===== src/common/ilx_pkg.sv =====
package ilx_pkg;

  // Datapath widths.
  localparam int XR_W     = 15;
  localparam int NUM_XR   = 3;
  localparam int WORD_W   = 36;

  // Field positions inside a 36-bit word, position S held in bit 35.
  localparam int ADDR_LSB = 0;
  localparam int TAG_LSB  = 15;
  localparam int DEC_LSB  = 18;

  // Field masks used when a store keeps the rest of word X.
  localparam logic [35:0] ADDR_MASK = 36'h0_0000_7FFF;
  localparam logic [35:0] DEC_MASK  = 36'h1_FFFC_0000;

  // Reset values.
  localparam logic [37:0] AC_RST = 38'h00_0000_0000;
  localparam logic [14:0] XR_RST = 15'h0000;
  localparam logic [35:0] SR_RST = 36'h0_0000_0000;

  // Operation codes: sign in bit 11, octal code in bits 10..0.
  localparam logic [11:0] OP_DEC_COMP_TO_XR = 12'h9DF;
  localparam logic [11:0] OP_PLACE_XR_ADDR  = 12'h1EC;
  localparam logic [11:0] OP_PLACE_XR_DEC   = 12'h9EC;
  localparam logic [11:0] OP_STORE_XR_ADDR  = 12'h19C;
  localparam logic [11:0] OP_STORE_XR_DEC   = 12'h99C;
  localparam logic [11:0] OP_ADDR_XR_TRUE   = 12'h1FC;
  localparam logic [11:0] OP_ADDR_XR_COMP   = 12'h9FC;
  localparam logic [11:0] OP_LOAD_COMP_ADDR = 12'h15D;
  localparam logic [11:0] OP_LOAD_COMP_DEC  = 12'h95D;
  localparam logic [11:0] OP_LOAD_XR_ADDR   = 12'h15C;
  localparam logic [11:0] OP_LOAD_XR_DEC    = 12'h95C;
  localparam logic [11:0] OP_OR_TO_MEM      = 12'h982;
  localparam logic [11:0] OP_OR_INTO_AC     = 12'h941;
  localparam logic [11:0] OP_AND_INTO_AC    = 12'h8D0;
  localparam logic [11:0] OP_AND_INTO_MEM   = 12'h0D0;
  localparam logic [11:0] OP_XOR_INTO_AC    = 12'h0D2;

  // Instruction word as it arrives from the sequencer.
  typedef struct packed {
    logic [11:0] op;
    logic [5:0]  spare;
    logic [2:0]  tag;
    logic [14:0] addr;
  } ilx_instr_type;

  // Main arithmetic register: sign, Q, then P and 1-35 as a word.
  typedef struct packed {
    logic        s;
    logic        q;
    logic [35:0] word;
  } ilx_ac_type;

  // One request to core storage.
  typedef struct packed {
    logic        req;
    logic        we;
    logic [35:0] wdata;
  } ilx_mem_req_type;

  // Machine cycle shown to the sequencer.
  typedef enum logic [1:0] {
    CYC_NONE,
    CYC_I,
    CYC_E,
    CYC_L
  } ilx_cycle_type;

endpackage : ilx_pkg


===== src/rtl/ilx_exec.sv =====
`timescale 1ns/10ps
// Function
// - Decrement complement of AC into index.
// - True index to AC address, rest cleared.
// - True index to AC decrement, rest cleared.
// - Store true index in X address field.
// - Store true index in X decrement field.
// - Instruction address into index, true, I only.
// - Instruction address complement into index, next I.
// - Word X address to index, complement next I.
// - Word X decrement complement into index.
// - Word X address into index, true form.
// - Word X decrement into index, true form.
// - OR of X and AC stored to X.
// - OR into AC, sign and Q kept.
// - AND into AC via complemented OR, I E L.
// - AND into X, I E L E, AC restored.
// - XOR into AC, sign and Q cleared.
// - XOR formed as twice OR minus sum.
// - True index obtained by cycling through adders.
// - Three 15-bit index registers, complemented read-out.
// - Tag bits 18-20 select index registers.
module ilx_exec (
  input  wire logic                    i_sys_clk,
  input  wire logic                    i_reset_n,
  input  wire logic                    i_start,
  input  ilx_pkg::ilx_instr_type       i_instr,
  input  wire logic                    i_ac_load,
  input  ilx_pkg::ilx_ac_type          i_ac_wdata,
  input  wire logic                    i_mem_ack,
  input  wire logic [35:0]             i_mem_rdata,
  output ilx_pkg::ilx_mem_req_type     o_mem,
  output ilx_pkg::ilx_ac_type          o_ac,
  output logic [44:0]                  o_xr_all,
  output ilx_pkg::ilx_cycle_type       o_cycle,
  output logic                         o_busy,
  output logic                         o_done,
  output logic                         o_illegal
);
  import ilx_pkg::*;

  typedef enum logic [2:0] {
    S_IDLE,
    S_I1,
    S_I2,
    S_RD_WAIT,
    S_L,
    S_WR_WAIT
  } ilx_state_type;

  ilx_state_type     state_r;
  ilx_state_type     state_nxt;
  ilx_instr_type     instr_r;
  ilx_ac_type        ac_r;
  logic [35:0]       sr_r;
  logic              sr_q_r;
  ilx_mem_req_type   mem_r;
  logic [35:0]       wdata_nxt;
  logic              go_rd;
  logic              go_wr;
  logic              finish;
  logic              start_ok;
  logic [11:0]       op;
  logic [2:0]        sel;
  logic              xr_we;
  logic [XR_W-1:0]   xr_wdata;
  logic [XR_W-1:0]   rd_cmp;
  logic [XR_W-1:0]   adder_out;
  logic [35:0]       or_word;
  logic [36:0]       sum_37;
  logic [36:0]       xor_37;

  // The adders take the complemented read-out plus a carry into the low position.
  function automatic logic [XR_W-1:0] ilx_adder(input logic [XR_W-1:0] a, input logic cin);
    ilx_adder = a + {{(XR_W-1){1'b0}}, cin};
  endfunction : ilx_adder

  // Only the two groups of operations handled here are accepted.
  function automatic logic ilx_known(input logic [11:0] code);
    case (code)
      OP_DEC_COMP_TO_XR, OP_PLACE_XR_ADDR, OP_PLACE_XR_DEC, OP_STORE_XR_ADDR,
      OP_STORE_XR_DEC, OP_ADDR_XR_TRUE, OP_ADDR_XR_COMP, OP_LOAD_COMP_ADDR,
      OP_LOAD_COMP_DEC, OP_LOAD_XR_ADDR, OP_LOAD_XR_DEC, OP_OR_TO_MEM,
      OP_OR_INTO_AC, OP_AND_INTO_AC, OP_AND_INTO_MEM, OP_XOR_INTO_AC: ilx_known = 1'b1;
      default: ilx_known = 1'b0;
    endcase
  endfunction : ilx_known

  assign op       = instr_r.op;
  assign start_ok = i_start && (state_r == S_IDLE) && ilx_known(i_instr.op);

  // The tag is taken straight from the instruction in the start cycle, so the
  // read-out is already valid in the first I cycle.
  assign sel       = (state_r == S_IDLE) ? i_instr.tag : instr_r.tag;
  assign adder_out = ilx_adder(rd_cmp, 1'b1);

  ilx_xr_file u_xr_file (
    .i_sys_clk (i_sys_clk),
    .i_reset_n (i_reset_n),
    .i_sel     (sel),
    .i_we      (xr_we),
    .i_wdata   (xr_wdata),
    .o_rd_cmp  (rd_cmp),
    .o_xr_all  (o_xr_all)
  );

  // Exclusive OR with only OR and the adders: 2(A or B) - (A + B).
  assign or_word = ac_r.word | sr_r;
  assign sum_37  = {1'b0, ac_r.word} + {1'b0, sr_r};
  assign xor_37  = {or_word, 1'b0} - sum_37;

  // Sequencing of I, E and L cycles for each operation.
  always_comb begin
    state_nxt = state_r;
    go_rd     = 1'b0;
    go_wr     = 1'b0;
    finish    = 1'b0;
    case (state_r)
      S_IDLE: begin
        if (start_ok) begin
          state_nxt = S_I1;
        end
      end
      S_I1: begin
        case (op)
          OP_ADDR_XR_TRUE: begin
            finish = 1'b1;
          end
          OP_DEC_COMP_TO_XR, OP_PLACE_XR_ADDR, OP_PLACE_XR_DEC,
          OP_STORE_XR_ADDR, OP_STORE_XR_DEC, OP_ADDR_XR_COMP: begin
            state_nxt = S_I2;
          end
          default: begin
            go_rd = 1'b1;
          end
        endcase
      end
      S_I2: begin
        if (op == OP_STORE_XR_ADDR || op == OP_STORE_XR_DEC) begin
          go_rd = 1'b1;
        end else begin
          finish = 1'b1;
        end
      end
      S_RD_WAIT: begin
        if (i_mem_ack) begin
          case (op)
            OP_LOAD_COMP_ADDR, OP_LOAD_COMP_DEC: begin
              state_nxt = S_I2;
            end
            OP_OR_TO_MEM, OP_STORE_XR_ADDR, OP_STORE_XR_DEC: begin
              go_wr = 1'b1;
            end
            OP_AND_INTO_AC, OP_AND_INTO_MEM, OP_XOR_INTO_AC: begin
              state_nxt = S_L;
            end
            default: begin
              finish = 1'b1;
            end
          endcase
        end
      end
      S_L: begin
        if (op == OP_AND_INTO_MEM) begin
          go_wr = 1'b1;
        end else begin
          finish = 1'b1;
        end
      end
      S_WR_WAIT: begin
        if (i_mem_ack) begin
          finish = 1'b1;
        end
      end
      default: begin
        finish = 1'b1;
      end
    endcase
    if (go_rd) begin
      state_nxt = S_RD_WAIT;
    end
    if (go_wr) begin
      state_nxt = S_WR_WAIT;
    end
    if (finish) begin
      state_nxt = S_IDLE;
    end
  end

  // Word written back to storage; stores keep the bits outside their field.
  always_comb begin
    wdata_nxt = sr_r;
    case (op)
      OP_OR_TO_MEM:     wdata_nxt = i_mem_rdata | ac_r.word;
      OP_STORE_XR_ADDR: wdata_nxt = (i_mem_rdata & ~ADDR_MASK) | sr_r;
      OP_STORE_XR_DEC:  wdata_nxt = (i_mem_rdata & ~DEC_MASK) | sr_r;
      OP_AND_INTO_MEM:  wdata_nxt = ~sr_r;
      default:          wdata_nxt = sr_r;
    endcase
  end

  // Index register writes. Each pass through the adders turns the complemented
  // read-out into a two's complement, so two passes give back the true value.
  always_comb begin
    xr_we    = 1'b0;
    xr_wdata = adder_out;
    case (state_r)
      S_I1: begin
        case (op)
          OP_DEC_COMP_TO_XR: begin
            xr_we    = 1'b1;
            xr_wdata = ac_r.word[DEC_LSB +: XR_W];
          end
          OP_PLACE_XR_ADDR, OP_PLACE_XR_DEC, OP_STORE_XR_ADDR, OP_STORE_XR_DEC: begin
            xr_we = 1'b1;
          end
          OP_ADDR_XR_TRUE, OP_ADDR_XR_COMP: begin
            xr_we    = 1'b1;
            xr_wdata = instr_r.addr;
          end
          default: begin
            xr_we = 1'b0;
          end
        endcase
      end
      S_I2: begin
        xr_we = 1'b1;
      end
      S_RD_WAIT: begin
        if (i_mem_ack) begin
          case (op)
            OP_LOAD_COMP_ADDR, OP_LOAD_XR_ADDR: begin
              xr_we    = 1'b1;
              xr_wdata = i_mem_rdata[ADDR_LSB +: XR_W];
            end
            OP_LOAD_COMP_DEC, OP_LOAD_XR_DEC: begin
              xr_we    = 1'b1;
              xr_wdata = i_mem_rdata[DEC_LSB +: XR_W];
            end
            default: begin
              xr_we = 1'b0;
            end
          endcase
        end
      end
      default: begin
        xr_we = 1'b0;
      end
    endcase
  end

  // Sequencer state and the latched instruction.
  always_ff @(posedge i_sys_clk or negedge i_reset_n) begin
    if (!i_reset_n) begin
      state_r <= S_IDLE;
      instr_r <= '0;
    end else begin
      state_r <= state_nxt;
      if (start_ok) begin
        instr_r <= i_instr;
      end
    end
  end

  // Storage register: holds the shifted index, the complemented OR, or word X.
  always_ff @(posedge i_sys_clk or negedge i_reset_n) begin
    if (!i_reset_n) begin
      sr_r   <= SR_RST;
      sr_q_r <= 1'b0;
    end else if (state_r == S_I2 && op == OP_STORE_XR_ADDR) begin
      sr_r <= {{(WORD_W-XR_W){1'b0}}, adder_out};
    end else if (state_r == S_I2 && op == OP_STORE_XR_DEC) begin
      sr_r <= {3'h0, adder_out, 18'h0_0000};
    end else if (state_r == S_RD_WAIT && i_mem_ack) begin
      if (op == OP_AND_INTO_AC || op == OP_AND_INTO_MEM) begin
        sr_r   <= ~i_mem_rdata | ~ac_r.word;
        sr_q_r <= ac_r.q;
      end else begin
        sr_r <= i_mem_rdata;
      end
    end
  end

  // Main arithmetic register. Software loads it only while the datapath is idle.
  always_ff @(posedge i_sys_clk or negedge i_reset_n) begin
    if (!i_reset_n) begin
      ac_r <= AC_RST;
    end else begin
      case (state_r)
        S_IDLE: begin
          if (i_ac_load) begin
            ac_r <= i_ac_wdata;
          end
        end
        S_I2: begin
          if (op == OP_PLACE_XR_ADDR) begin
            ac_r <= {2'h0, {(WORD_W-XR_W){1'b0}}, adder_out};
          end else if (op == OP_PLACE_XR_DEC) begin
            ac_r <= {2'h0, 3'h0, adder_out, 18'h0_0000};
          end
        end
        S_RD_WAIT: begin
          if (i_mem_ack && op == OP_OR_INTO_AC) begin
            ac_r.word <= i_mem_rdata | ac_r.word;
          end else if (i_mem_ack && op == OP_AND_INTO_MEM) begin
            ac_r.word <= ~ac_r.word;
            ac_r.q    <= 1'b0;
          end
        end
        S_L: begin
          case (op)
            OP_AND_INTO_AC: begin
              ac_r.word <= ~sr_r;
            end
            OP_AND_INTO_MEM: begin
              ac_r.word <= ~ac_r.word;
              ac_r.q    <= sr_q_r;
            end
            OP_XOR_INTO_AC: begin
              ac_r <= {2'h0, xor_37[35:0]};
            end
            default: begin
              ac_r <= ac_r;
            end
          endcase
        end
        default: begin
          ac_r <= ac_r;
        end
      endcase
    end
  end

  // Storage request is a one-cycle pulse; write data stay until the next write request.
  always_ff @(posedge i_sys_clk or negedge i_reset_n) begin
    if (!i_reset_n) begin
      mem_r <= '0;
    end else begin
      mem_r.req <= go_rd | go_wr;
      if (go_rd) begin
        mem_r.we <= 1'b0;
      end else if (go_wr) begin
        mem_r.we    <= 1'b1;
        mem_r.wdata <= wdata_nxt;
      end
    end
  end

  // Status toward the sequencer, registered so it lines up with the state.
  always_ff @(posedge i_sys_clk or negedge i_reset_n) begin
    if (!i_reset_n) begin
      o_cycle   <= CYC_NONE;
      o_busy    <= 1'b0;
      o_done    <= 1'b0;
      o_illegal <= 1'b0;
    end else begin
      o_busy    <= (state_nxt != S_IDLE);
      o_done    <= finish || (i_start && state_r == S_IDLE && !start_ok);
      o_illegal <= i_start && state_r == S_IDLE && !start_ok;
      case (state_nxt)
        S_I1, S_I2:           o_cycle <= CYC_I;
        S_RD_WAIT, S_WR_WAIT: o_cycle <= CYC_E;
        S_L:                  o_cycle <= CYC_L;
        default:              o_cycle <= CYC_NONE;
      endcase
    end
  end

  assign o_mem = mem_r;
  assign o_ac  = ac_r;

endmodule : ilx_exec


===== src/rtl/ilx_xr_file.sv =====
`timescale 1ns/10ps
module ilx_xr_file (
  input  wire logic                          i_sys_clk,
  input  wire logic                          i_reset_n,
  input  wire logic [ilx_pkg::NUM_XR-1:0]    i_sel,
  input  wire logic                          i_we,
  input  wire logic [ilx_pkg::XR_W-1:0]      i_wdata,
  output logic      [ilx_pkg::XR_W-1:0]      o_rd_cmp,
  output logic      [ilx_pkg::NUM_XR*ilx_pkg::XR_W-1:0] o_xr_all
);
  import ilx_pkg::*;

  logic [NUM_XR-1:0][XR_W-1:0] xr_r;
  logic [NUM_XR-1:0][XR_W-1:0] xr_nxt;
  logic [XR_W-1:0]             sel_or;

  // Each selected register takes the same value on a write.
  generate
    for (genvar g = 0; g < NUM_XR; g++) begin : g_xr
      assign xr_nxt[g] = (i_we && i_sel[g]) ? i_wdata : xr_r[g];
      always_ff @(posedge i_sys_clk or negedge i_reset_n) begin
        if (!i_reset_n) begin
          xr_r[g] <= XR_RST;
        end else begin
          xr_r[g] <= xr_nxt[g];
        end
      end
    end
  endgenerate

  // Selected registers combine by OR; the next values are used so a write is seen at once.
  always_comb begin
    sel_or = '0;
    for (int k = 0; k < NUM_XR; k++) begin
      if (i_sel[k]) begin
        sel_or = sel_or | xr_nxt[k];
      end
    end
  end

  // Read-out toward the adders is always complemented.
  always_ff @(posedge i_sys_clk or negedge i_reset_n) begin
    if (!i_reset_n) begin
      o_rd_cmp <= ~XR_RST;
      o_xr_all <= '0;
    end else begin
      o_rd_cmp <= ~sel_or;
      o_xr_all <= xr_nxt;
    end
  end

endmodule : ilx_xr_file


===== config.mk =====
export PLATFORM = sky130hd
export DESIGN_NAME = ilx_exec
export DESIGN_NICKNAME = d
export VERILOG_FILES = /design/src/common/ilx_pkg.sv /design/src/rtl/ilx_exec.sv /design/src/rtl/ilx_xr_file.sv
export SDC_FILE = /design/constraint.sdc
export NUM_CORES = 1
export LEC_CHECK = 0
export BUFFER_PORTS_ARGS = -buffer_cell sky130_fd_sc_hd__buf_4
export CAP_MARGIN = 25
export CORE_ASPECT_RATIO = 0.5
export CORE_MARGIN = 4
export CORE_UTILIZATION = 35
export DETAILED_ROUTE_END_ITERATION = 12
export HOLD_SLACK_MARGIN = 0.1
export RECOVER_POWER = 25
export SYNTH_ARGS = -nofsm -noshare
export SYNTH_HDL_FRONTEND = slang
export SYNTH_SLANG_ARGS = --single-unit

===== constraint.sdc =====
create_clock -name i_sys_clk -period 3.4 [get_ports i_sys_clk]
set_input_delay 0.17 -clock i_sys_clk [delete_from_list [all_inputs] [get_ports i_sys_clk]]
set_output_delay 0.17 -clock i_sys_clk [all_outputs]
set_load 0.01 [all_outputs]

## Word-level counts from Yosys, hierarchy flattened

Index checks and enable logic that the tools add are counted.

- Output and inout port bits: 126
- Input port bits: 115
- Word-level logic and storage cells: 185
- Register bits: 256

- $add $sub $neg: 3
- Reductions and logical operators: 39
- Bitwise logic cells: 15
- Eq/ne operators: 50
- Mux-type cells: 57

Operator list:

| kind | count |
|---|---|
| equality test 12 bit (second input constant) | 18 |
| 2-to-1 mux 36 bit | 5 |
| one-hot mux 37 bit (4 select lines) | 1 |
| OR 36 bit | 4 |
| one-hot mux 36 bit (4 select lines) | 1 |
| equality test 12 x 9 -> 1 bit (second input constant) | 10 |
| 2-to-1 mux 38 bit | 3 |
| NOT 36 bit | 3 |
| one-hot mux 36 bit (3 select lines) | 1 |
| 2-to-1 mux 15 bit | 7 |
| one-hot mux 15 bit (2 select lines) | 3 |
| 2-to-1 mux 37 bit | 2 |
| equality test 12 x 8 -> 1 bit (second input constant) | 4 |
| adder 36 bit | 1 |
| subtractor 36 bit | 1 |
| OR 35 bit | 1 |
| OR 15 bit | 2 |
| 2-to-1 mux 3 bit | 7 |
| 2-to-1 mux 1 bit | 18 |
| OR reduction 16 bit | 1 |
| adder 15 x 1 -> 15 bit (second input constant) | 1 |
| NOT 15 bit | 1 |
| equality test 3 x 2 -> 1 bit (second input constant) | 4 |
| equality test 3 bit (second input constant) | 4 |
| 31 further kinds | 61 |

## Depth between registers and ports, before layout

Gate-level depths: netlist of the first run.

- Depth after elaboration: 13
- Mapped depth: 15
- Mapped depth without buffers: 14

## Cells and area by module

From an unflattened synthesis of the first run, not the netlist that was laid out.

- Cells, all modules: 1970
- Area, all modules: 16539.6 µm²

By module, submodules not included:

| module | area an instance (µm²) | times used | sequential area each (µm²) | cells each |
|---|---|---|---|---|
| ilx_exec | 13950.9 | 1 | 3778.6 | 1787 |
| ilx_xr_file | 2588.7 | 1 | 1520.2 | 183 |

## Worst setup path before layout of the first run

No wires, ideal clock.

- Kind: register to register
- Start: register ac_r (netlist bit o_ac[9])
- End: register ac_r (netlist bit o_ac[35])
- Clock period less this slack: 3.410 ns
- Slack: -0.010 ns
- Cell stages (with the launch flop): 15
- Data required time: 3.331 ns
- Buffers on the path: 0
- Arrival time: 3.341 ns
- Library setup time: 0.069 ns
- Cells stage by stage: dfrtp_1 > inv_1 > ha_1 > inv_1 > fa_1 > ha_1 > a21oi_1 > nand2_1 > or2_2 > o21ai_0 > o41ai_1 > a21oi_1 > o21ai_0 > or4_1 > nand3_1

- Longest elaborated chain between the ends: 4
- Elaborated cells on any way between the ends: 5
- Classes of those cells: 2 x add/sub; 2 x mux; 1 x bitwise

Ends and longest elaborated chain:

| what | line | source |
|---|---|---|
| from (decl) | ilx_exec.sv:54 | `ilx_ac_type ac_r;` |
| from (signal assigned) | ilx_exec.sv:292 | `ac_r <= i_ac_wdata;` |
| from (signal assigned) | ilx_exec.sv:297 | `ac_r <= {2'h0, {(WORD_W-XR_W){1'b0}}, adder_out};` |
| from (signal assigned) | ilx_exec.sv:299 | `ac_r <= {2'h0, 3'h0, adder_out, 18'h0_0000};` |
| adder 36 bit or OR 35 bit (tied branches) | ilx_exec.sv:109, ilx_exec.sv:108 |  |
| subtractor 36 bit (*) | ilx_exec.sv:110 | `assign xor_37 = {or_word, 1'b0} - sum_37;` |
| one-hot mux 36 bit (3 select lines) (*) | ilx_exec.sv:311 | `case (op)` |
| one-hot mux 37 bit (4 select lines) (*) | ilx_exec.sv:289 | `case (state_r)` |

Mark *: on every way between the ends. The rest lies on a longest branch, timed or not.
A chain may end at the register's enable or synchronous reset.

## Worst setup path in the final report of the first run

- Start: register sr_r[1]
- End: register ac_r (netlist bit o_ac[34])

- Longest elaborated chain between the ends: 4
- Elaborated cells on any way between the ends: 5
- Classes of those cells: 2 x add/sub; 2 x mux; 1 x bitwise

Ends and longest elaborated chain:

| what | line | source |
|---|---|---|
| from (decl) | ilx_exec.sv:55 | `logic [35:0] sr_r;` |
| from (signal assigned) | ilx_exec.sv:271 | `sr_r <= {{(WORD_W-XR_W){1'b0}}, adder_out};` |
| from (signal assigned) | ilx_exec.sv:273 | `sr_r <= {3'h0, adder_out, 18'h0_0000};` |
| from (signal assigned) | ilx_exec.sv:276 | `sr_r <= ~i_mem_rdata \| ~ac_r.word;` |
| adder 36 bit or OR 35 bit (tied branches) | ilx_exec.sv:109, ilx_exec.sv:108 |  |
| subtractor 36 bit (*) | ilx_exec.sv:110 |  |
| one-hot mux 36 bit (3 select lines) (*) | ilx_exec.sv:311 |  |
| one-hot mux 37 bit (4 select lines) (*) | ilx_exec.sv:289 |  |
| to (signal assigned) | ilx_exec.sv:292 |  |
| to (signal assigned) | ilx_exec.sv:297 |  |
| to (signal assigned) | ilx_exec.sv:320 | `ac_r <= {2'h0, xor_37[35:0]};` |

Marks and branches as above.

==> results_dict.tcl, run 1 <==
set metrics [dict create \
    detail_route.vias_per_cell 5.80 \
    skew_ps 16.6 \
    r2r_end "o_ac[34]" \
    grt_pass1_wl_mm 103 \
    slew_headroom -0.360 \
    drt-initial-drc-count 2600 \
    pin_count 241 \
    rsz0062_at_grt "true" \
    crit_chain "inv_2 > ha_4 > inv_2 > fa_1 > ha_1 > nor2b_4 > o31a_1 > o21ai_1 > buf_4 > o211ai_1 > buf_4 > buf_6 > nand4_1 > a211oi_2 > o22ai_2 > xor2_1 > o21ai_1" \
    row_count 54 \
    period_needed_ps 3530 \
    dr.pass1.iters 6 \
    die_area_um2 48900 \
    rrSetupSlack_ps -130 \
    p_per_area_nw_per_um2 1310 \
    ys_warn_count 0 \
    grt_max_degree 89 \
    cts_buffers 23 \
    synth-seq-cells 211 \
    async_flop_share 1.00 \
    arrival_ps 3960 \
    leakagePower_nw 9.34 \
    hpwl_mm 51.2 \
    syn_inst 1911 \
    grt_overflow 0 \
    cts_root_buf "clkbuf_16" \
    postRouteWirelength_mm 69.8 \
    worstSkewPairLatency_ps 560 \
    drc 0 \
    design_area_um2 21600 \
    ir_drop_mv 0.798 \
    syn-num-nets 2130 \
    finalSetupViolCount 12 \
    vias 17300 \
    crit_fanout 3 \
    max_stage_delay_ps 460 \
    port_buffers 234 \
    slowest_stage "fa_1" \
    hold_end "o_ac[9]" \
    yosysUniqueCellTypes 73 \
    die_w_um 309 \
    cts.sinks 211 \
    cp.required_ps 3830 \
    htreeDepth 1 \
    multi_input_area_um2 9980 \
    track_usage 0.276 \
    syn_avg_cell_area_um2 8.28 \
    violations "max-capacitance violations, max-slew violations, negative setup slack" \
    worstHoldPathType "input port to flip-flop" \
    routabilityCongestion 0.967 \
    grt_pass1_vias 16600 \
    ant_nets 0 \
    status "finished with violations" \
    min_path_cells 4 \
    max_freq_mhz 283 \
    synth_flop_cell "dfrtp_1" \
    area_growth_pct 36.6 \
    clk_path_buf_depth 3 \
    grt_antenna_before_repair 2 \
    start_kind "flip-flop" \
    layout_common_cells "buf_4 (393), a21oi_1 (236), nor2_1 (195)" \
    drive_above_1_share 0.251 \
    cts.clk_slew.worst_paths_ps 70 \
    seq_area_um2 5300 \
    end_kind "flip-flop" \
    fin_setup_tns_ps -683 \
    critPathKind "flip-flop to flip-flop" \
    fillers 4296 \
    yosysSeqAreaShare 0.335 \
    maxCapViolCount 1 \
    placed_cell_area_um2 19700 \
    start_util 0.358 \
    die_h_um 158 \
    final_common_cell "buf_4" \
    finalWorstSetupSlack_ps -129 \
    wl_per_cell_um 23.4 \
    r2r_cells 17 \
    nets 2602 \
    slew_violations 45 \
    synth_edf_count 0 \
    core_um2 44100 \
    min_from "i_ac_wdata[9]" \
    regToRegStartpoint "sr_r[1]" \
    final_hold_viol_count 0 \
    syn_area_um2 15800 \
    tightest_slew_ps 2040 \
    period_share 1.04 \
    cts_tree "done" \
]
[cell usage after synthesis (all sizes together), types with 5 or more instances]
library cell  instances  area [um2]
a2111oi               6        71.3
a211oi               16         120
a21o                 12        90.1
a21oi               255        1280
a221o                15         150
a221oi               26         251
a222oi               23         230
a22o                 34         298
a22oi                17         128
a31oi                15        93.8
and2                 12        75.1
and3                  8        50.1
buf                  16        81.3
clkbuf              120         450
dfrtp               196        4900
dfstp                15         394
fa                   33         661
ha                   71         888
inv                 118         443
mux2                 52         586
mux2i                11         110
nand2               133         499
nand2b               10        62.6
nand3                61         305
nand4                17         106
nor2                201         771
nor2b                 9        56.3
nor3                 62         310
nor3b                 7        52.6
o211ai               27         203
o21a                 10        75.1
o21ai               145         726
o221ai               17         149
o22ai                28         175
o31ai                 8        60.1
or2                   8        50.1
or3                   5        31.3
xnor2                33         289
xor2                 17         149
[logic make-up (layout without fill, tap and decap cells)]
logic type,after synthesis,in the layout,share of synthesized area
muxes,63,63,0.0440
other,0,2,0
and+or+nand+nor,549,549,0.160
xor gates and xnor gates,50,50,0.0277
DFF,211,211,0.335
adders and majority gates,104,104,0.0980
buffers and inverters,254,741,0.0616
AOI/OAI and AO/OA,680,680,0.274
[worst max-delay path by stage]
stage	from	endpoint	slack, ps	cells after the start
6_report	sr_r[1]	o_ac[34]	-130	17
5_1_grt	o_ac[1]	o_ac[34]	-230	17
3_3_place_gp	o_ac[2]	o_ac[35]	-90	16
3_5_place_dp	o_ac[2]	o_ac[35]	-170	16
4_1_cts	sr_r[1]	o_ac[22]	-70	15
2_1_floorplan	o_ac[22]	o_ac[35]	20	15
[through the flow]
stage / cells / power (mW) / utilization / setup slack [ps] / hold WS [ps]
5_1_grt: 2988 / 30.2 / 0.490 / -226 / 123
3_5_place_dp: 2832 / 23.0 / 0.445 / -173 / 84.0
6_report: 2988 / 28.4 / 0.490 / -129 / 116
3_3_place_gp: 2832 / 22.9 / 0.445 / -92.1 / 83.9
2_1_floorplan: 1911 / 14.9 / - / 21.1 / -126
4_1_cts: 2979 / 26.4 / 0.487 / -74.4 / 103
[registers in the layout (all words and copies together) (netlist names)]
register	count
op	12
u_xr_file.o_xr_all	17
instr_r	18
sr_r	36
state_r	3
o_cycle	2
o_busy	1
u_xr_file.o_rd_cmp	15
o_mem	38
sr_q_r	1
o_done	1
u_xr_file.xr_r	28
o_illegal	1
o_ac	38
[critical path, delay by kind of cell (launching register included)]
family	cells	cell delay [ps]
compound gates	6	990
xor+xnor	1	210
flops	1	390
simple gates	2	290
fa+ha+maj	3	920
buf+inv	5	570
[metal layers]
metal	track usage	wire length, um
met5	0	0
met4	0.0873	2400
met3	0.0897	7840
met2	0.426	30500
met1	0.369	29100
[layout make-up]
cell class              instances  area share
clock inverters                 6     0.00342
repair buffers                583       0.203
diodes                          2    0.000232
well taps                     588      0.0341
flip-flops and latches        211       0.245
multi-input cells            1446       0.462
inverters                     118      0.0205
clock buffers                  34      0.0313
[repair_timing]
action	CTS	global route
setup endpoints to repair	11	27
hold buffers	81	0
buffers inserted	26	6
pin swaps	9	43
hold endpoints to repair	302	0
resized for setup	17	77
[power breakdown]
group / total [mW] / internal (mW) / switching (mW)
clock network: 2.61 / 1.46 / 1.15
logic: 21.6 / 9.41 / 12.2
registers: 4.15 / 3.41 / 0.738
total: 28.4 / 14.3 / 14.1
Power figures use the tool's default switching activity.
==> run 2, diff against run 1 <==
- ABC_AREA: not set -> 1
- CORE_UTILIZATION: 35 -> 40
==> run 2 against run 1 <==
Compared with the run above:
- the flow finishes with violations (max-capacitance violations, max-slew violations)
- clock-buffer cell count increased by 2
- sequential power up 2%
- design area is 6.5% higher
- first-iteration DRC count is 1.3% higher
- clock power rose by 2%
- via count rose by 20%
- synthesized cell count grew 45%
- critical path depth up 1
- sequential share of layout area decreased by 1.5 points
- routed wire length rose by 18%
- hold slack improved by 19 ps
==> results_dict.tcl, run 2 <==
set metrics [dict create \
    cts_tree "done" \
    grt_antenna_before_repair 3 \
    synth_flop_cell "dfrtp_1" \
    period_needed_ps 3260 \
    worstHoldPathType "input port to flip-flop" \
    ys_top_cells_by_count "nand2_1 (750), inv_1 (403), nor2_1 (286), o21ai_0 (214), dfrtp_1 (196)" \
    grt_overflow 0 \
    die_area_um2 48700 \
    min_path_cells 5 \
    area_growth_pct 27.6 \
    yosys.area.top_type "dfrtp_1" \
    finalWorstSetupSlack_ps 139 \
    routabilityCongestion 1.03 \
    cpMostUsedCell "nand2_1" \
    max_stage_delay_ps 440 \
    regToRegStartpoint "sr_r[24]" \
    yosysTopAreaCellShare 0.272 \
    dp_slack_ps 117 \
    vias 20800 \
    grt_max_degree 72 \
    fin_setup_tns_ps 0 \
    postRouteWirelength_mm 82.5 \
    core_um2 44100 \
    cts.clk_slew.worst_paths_ps 70 \
    skew_ps 15.4 \
    pin_count 241 \
    arrival_ps 3700 \
    period_share 0.959 \
    slew_violations 72 \
    worstSkewPairLatency_ps 550 \
    drc 0 \
    yosysSeqAreaShare 0.294 \
    end_kind "flip-flop" \
    track_usage 0.331 \
    detail_route.vias_per_cell 5.53 \
    cp.required_ps 3840 \
    cp-endpoint "o_ac[30]" \
    port_buffers 234 \
    rrSetupSlack_ps 140 \
    synth-seq-cells 211 \
    crit_fanout 7 \
    rsz0062_at_grt "false" \
    row_count 54 \
    cts_root_buf "clkbuf_16" \
    final_hold_viol_count 0 \
    tightest_slew_ps 2040 \
    hold_ws_ps 135 \
    final_cells 3770 \
    critPathKind "flip-flop to flip-flop" \
    violations "max-capacitance violations, max-slew violations" \
    async_flop_share 1.00 \
    ant_nets 0 \
    status "finished with violations" \
    maxCapViolCount 1 \
    worst-path-buf-inv 2 \
    max_freq_mhz 307 \
    drt-initial-drc-count 2635 \
    cts.sinks 211 \
    start_util 0.409 \
    layout_common_cells "nand2_1 (742), inv_1 (396), buf_4 (366)" \
    drive_above_1_share 0.172 \
    crit_chain "inv_1 > ha_1 > inv_1 > fa_1 > ha_2 > nand2_1 > nor2_1 > nand2_1 > nor3_1 > nand2_1 > nand2_1 > nand2_1 > nand3_1 > nand2_1 > nand2_1 > nand2_1 > nand2_1 > nand2_1" \
    syn-num-nets 2985 \
    slew_headroom -0.359 \
    ir_drop_mv 0.665 \
    dpl.cell_count 3622 \
    synth_edf_count 0 \
    grt_pass1_wl_mm 122 \
    htreeDepth 1 \
    die_w_um 308 \
    yosysUniqueCellTypes 58 \
    finalSetupViolCount 0 \
    cp_num_cells 18 \
    dr.pass1.iters 8 \
    syn_avg_cell_area_um2 6.52 \
    synth.most_common_cell "nand2_1" \
    cts_buffers 24 \
    final_common_cell "nand2_1" \
    hpwl_mm 63.2 \
    clk_path_buf_depth 3 \
    wl_per_cell_um 21.9 \
    die_h_um 158 \
    p_total_mw 27.0 \
    grt_pass1_vias 19700 \
    crit_family "simple AND/OR/NAND/NOR gates" \
    syn_inst 2766 \
    nets 3383 \
    synthTopCellsByArea "dfrtp_1 (27%), nand2_1 (16%), inv_1 (8.4%)" \
    cp-startpoint "sr_r[24]" \
    ys_warn_count 0 \
    syn_area_um2 18000 \
    p_per_area_nw_per_um2 1170 \
    start_kind "flip-flop" \
    r2r_end "o_ac[30]" \
    leakagePower_nw 11.7 \
    r2r_cells 18 \
    slowest_stage "dfrtp_1" \
]
## run 2: cell types whose count changed in the layout (fill, tap and decap cells not counted), moves of 34 or more
cell      before  now
nand2_1      131  742
clkbuf_1      96    7
a22o_1        34    0
nor2_1       195  282
a21oi_1      236  152
o21ai_0      134  211
mux2_2        52    1
nand3_1       61  148
inv_1        111  396
## run 2: worst min-delay path, delay by kind of cell
kind / cells / cell delay [ps]
compound gates: 3 / 290
simple gates: 1 / 60
buf+inv: 1 / 120
## run 2: routing by layer
layer | up-vias | wire [um] | GRT usage
met5 | - | 125 | 0.0145
met4 | 6 | 3260 | 0.111
met3 | 231 | 11100 | 0.124
met2 | 1182 | 33300 | 0.483
met1 | 9698 | 34700 | 0.450
li1 | 9730 | - | -
## run 2: where the power goes
part | internal (mW) | switching (mW) | total [mW]
combinational | 7.35 | 12.8 | 20.1
sequential | 3.47 | 0.759 | 4.23
clock | 1.50 | 1.16 | 2.66
## run 2: cell families after synthesis
logic type,count (synthesis),synth area share
AO/OA/AOI/OAI,609,0.195
flip-flops,211,0.294
multiplexers,2,0.00118
adder cells (fa/ha/maj),104,0.0859
buffers and inverters,527,0.117
XOR/XNOR,15,0.00729
AND/OR/NAND/NOR,1298,0.299
## run 2: how the worst min path moves through the flow
stage,slack [ps],endpoint,startpoint
2_1_floorplan,-130,instr_r[0],i_reset_n
3_3_place_gp,190,op[3],i_reset_n
3_5_place_dp,190,op[0],i_reset_n
4_1_cts,120,sr_r[13],i_mem_rdata[13]
5_1_grt,150,sr_r[13],i_mem_rdata[13]
6_report,130,sr_r[13],i_mem_rdata[13]
## run 2: stage by stage
stage                      util  area, um2
after floorplan               -      18000
after global placement    0.478      21100
after detailed placement  0.478      21100
after CTS                 0.519      22900
after global routing      0.522      23000
final                     0.522      23000
## run 2: timing repair
item                                    in CTS  in global routing
gates resized for setup                      0                 48
endpoints found under the setup margin       0                 24
hold buffers                               100                  0
setup buffers                                0                  4
hold endpoints to repair                   180                  0
## run 2: layout make-up
class | count | area (um2)
fillers | 4400 | 21000
inverters | 429 | 1620
flip-flops and latches | 211 | 5300
well taps | 588 | 736
diodes | 1 | 2.50
clock inverters | 7 | 85.1
repair buffers | 470 | 3790
multi-input cells | 2028 | 10800
clock buffers | 36 | 696
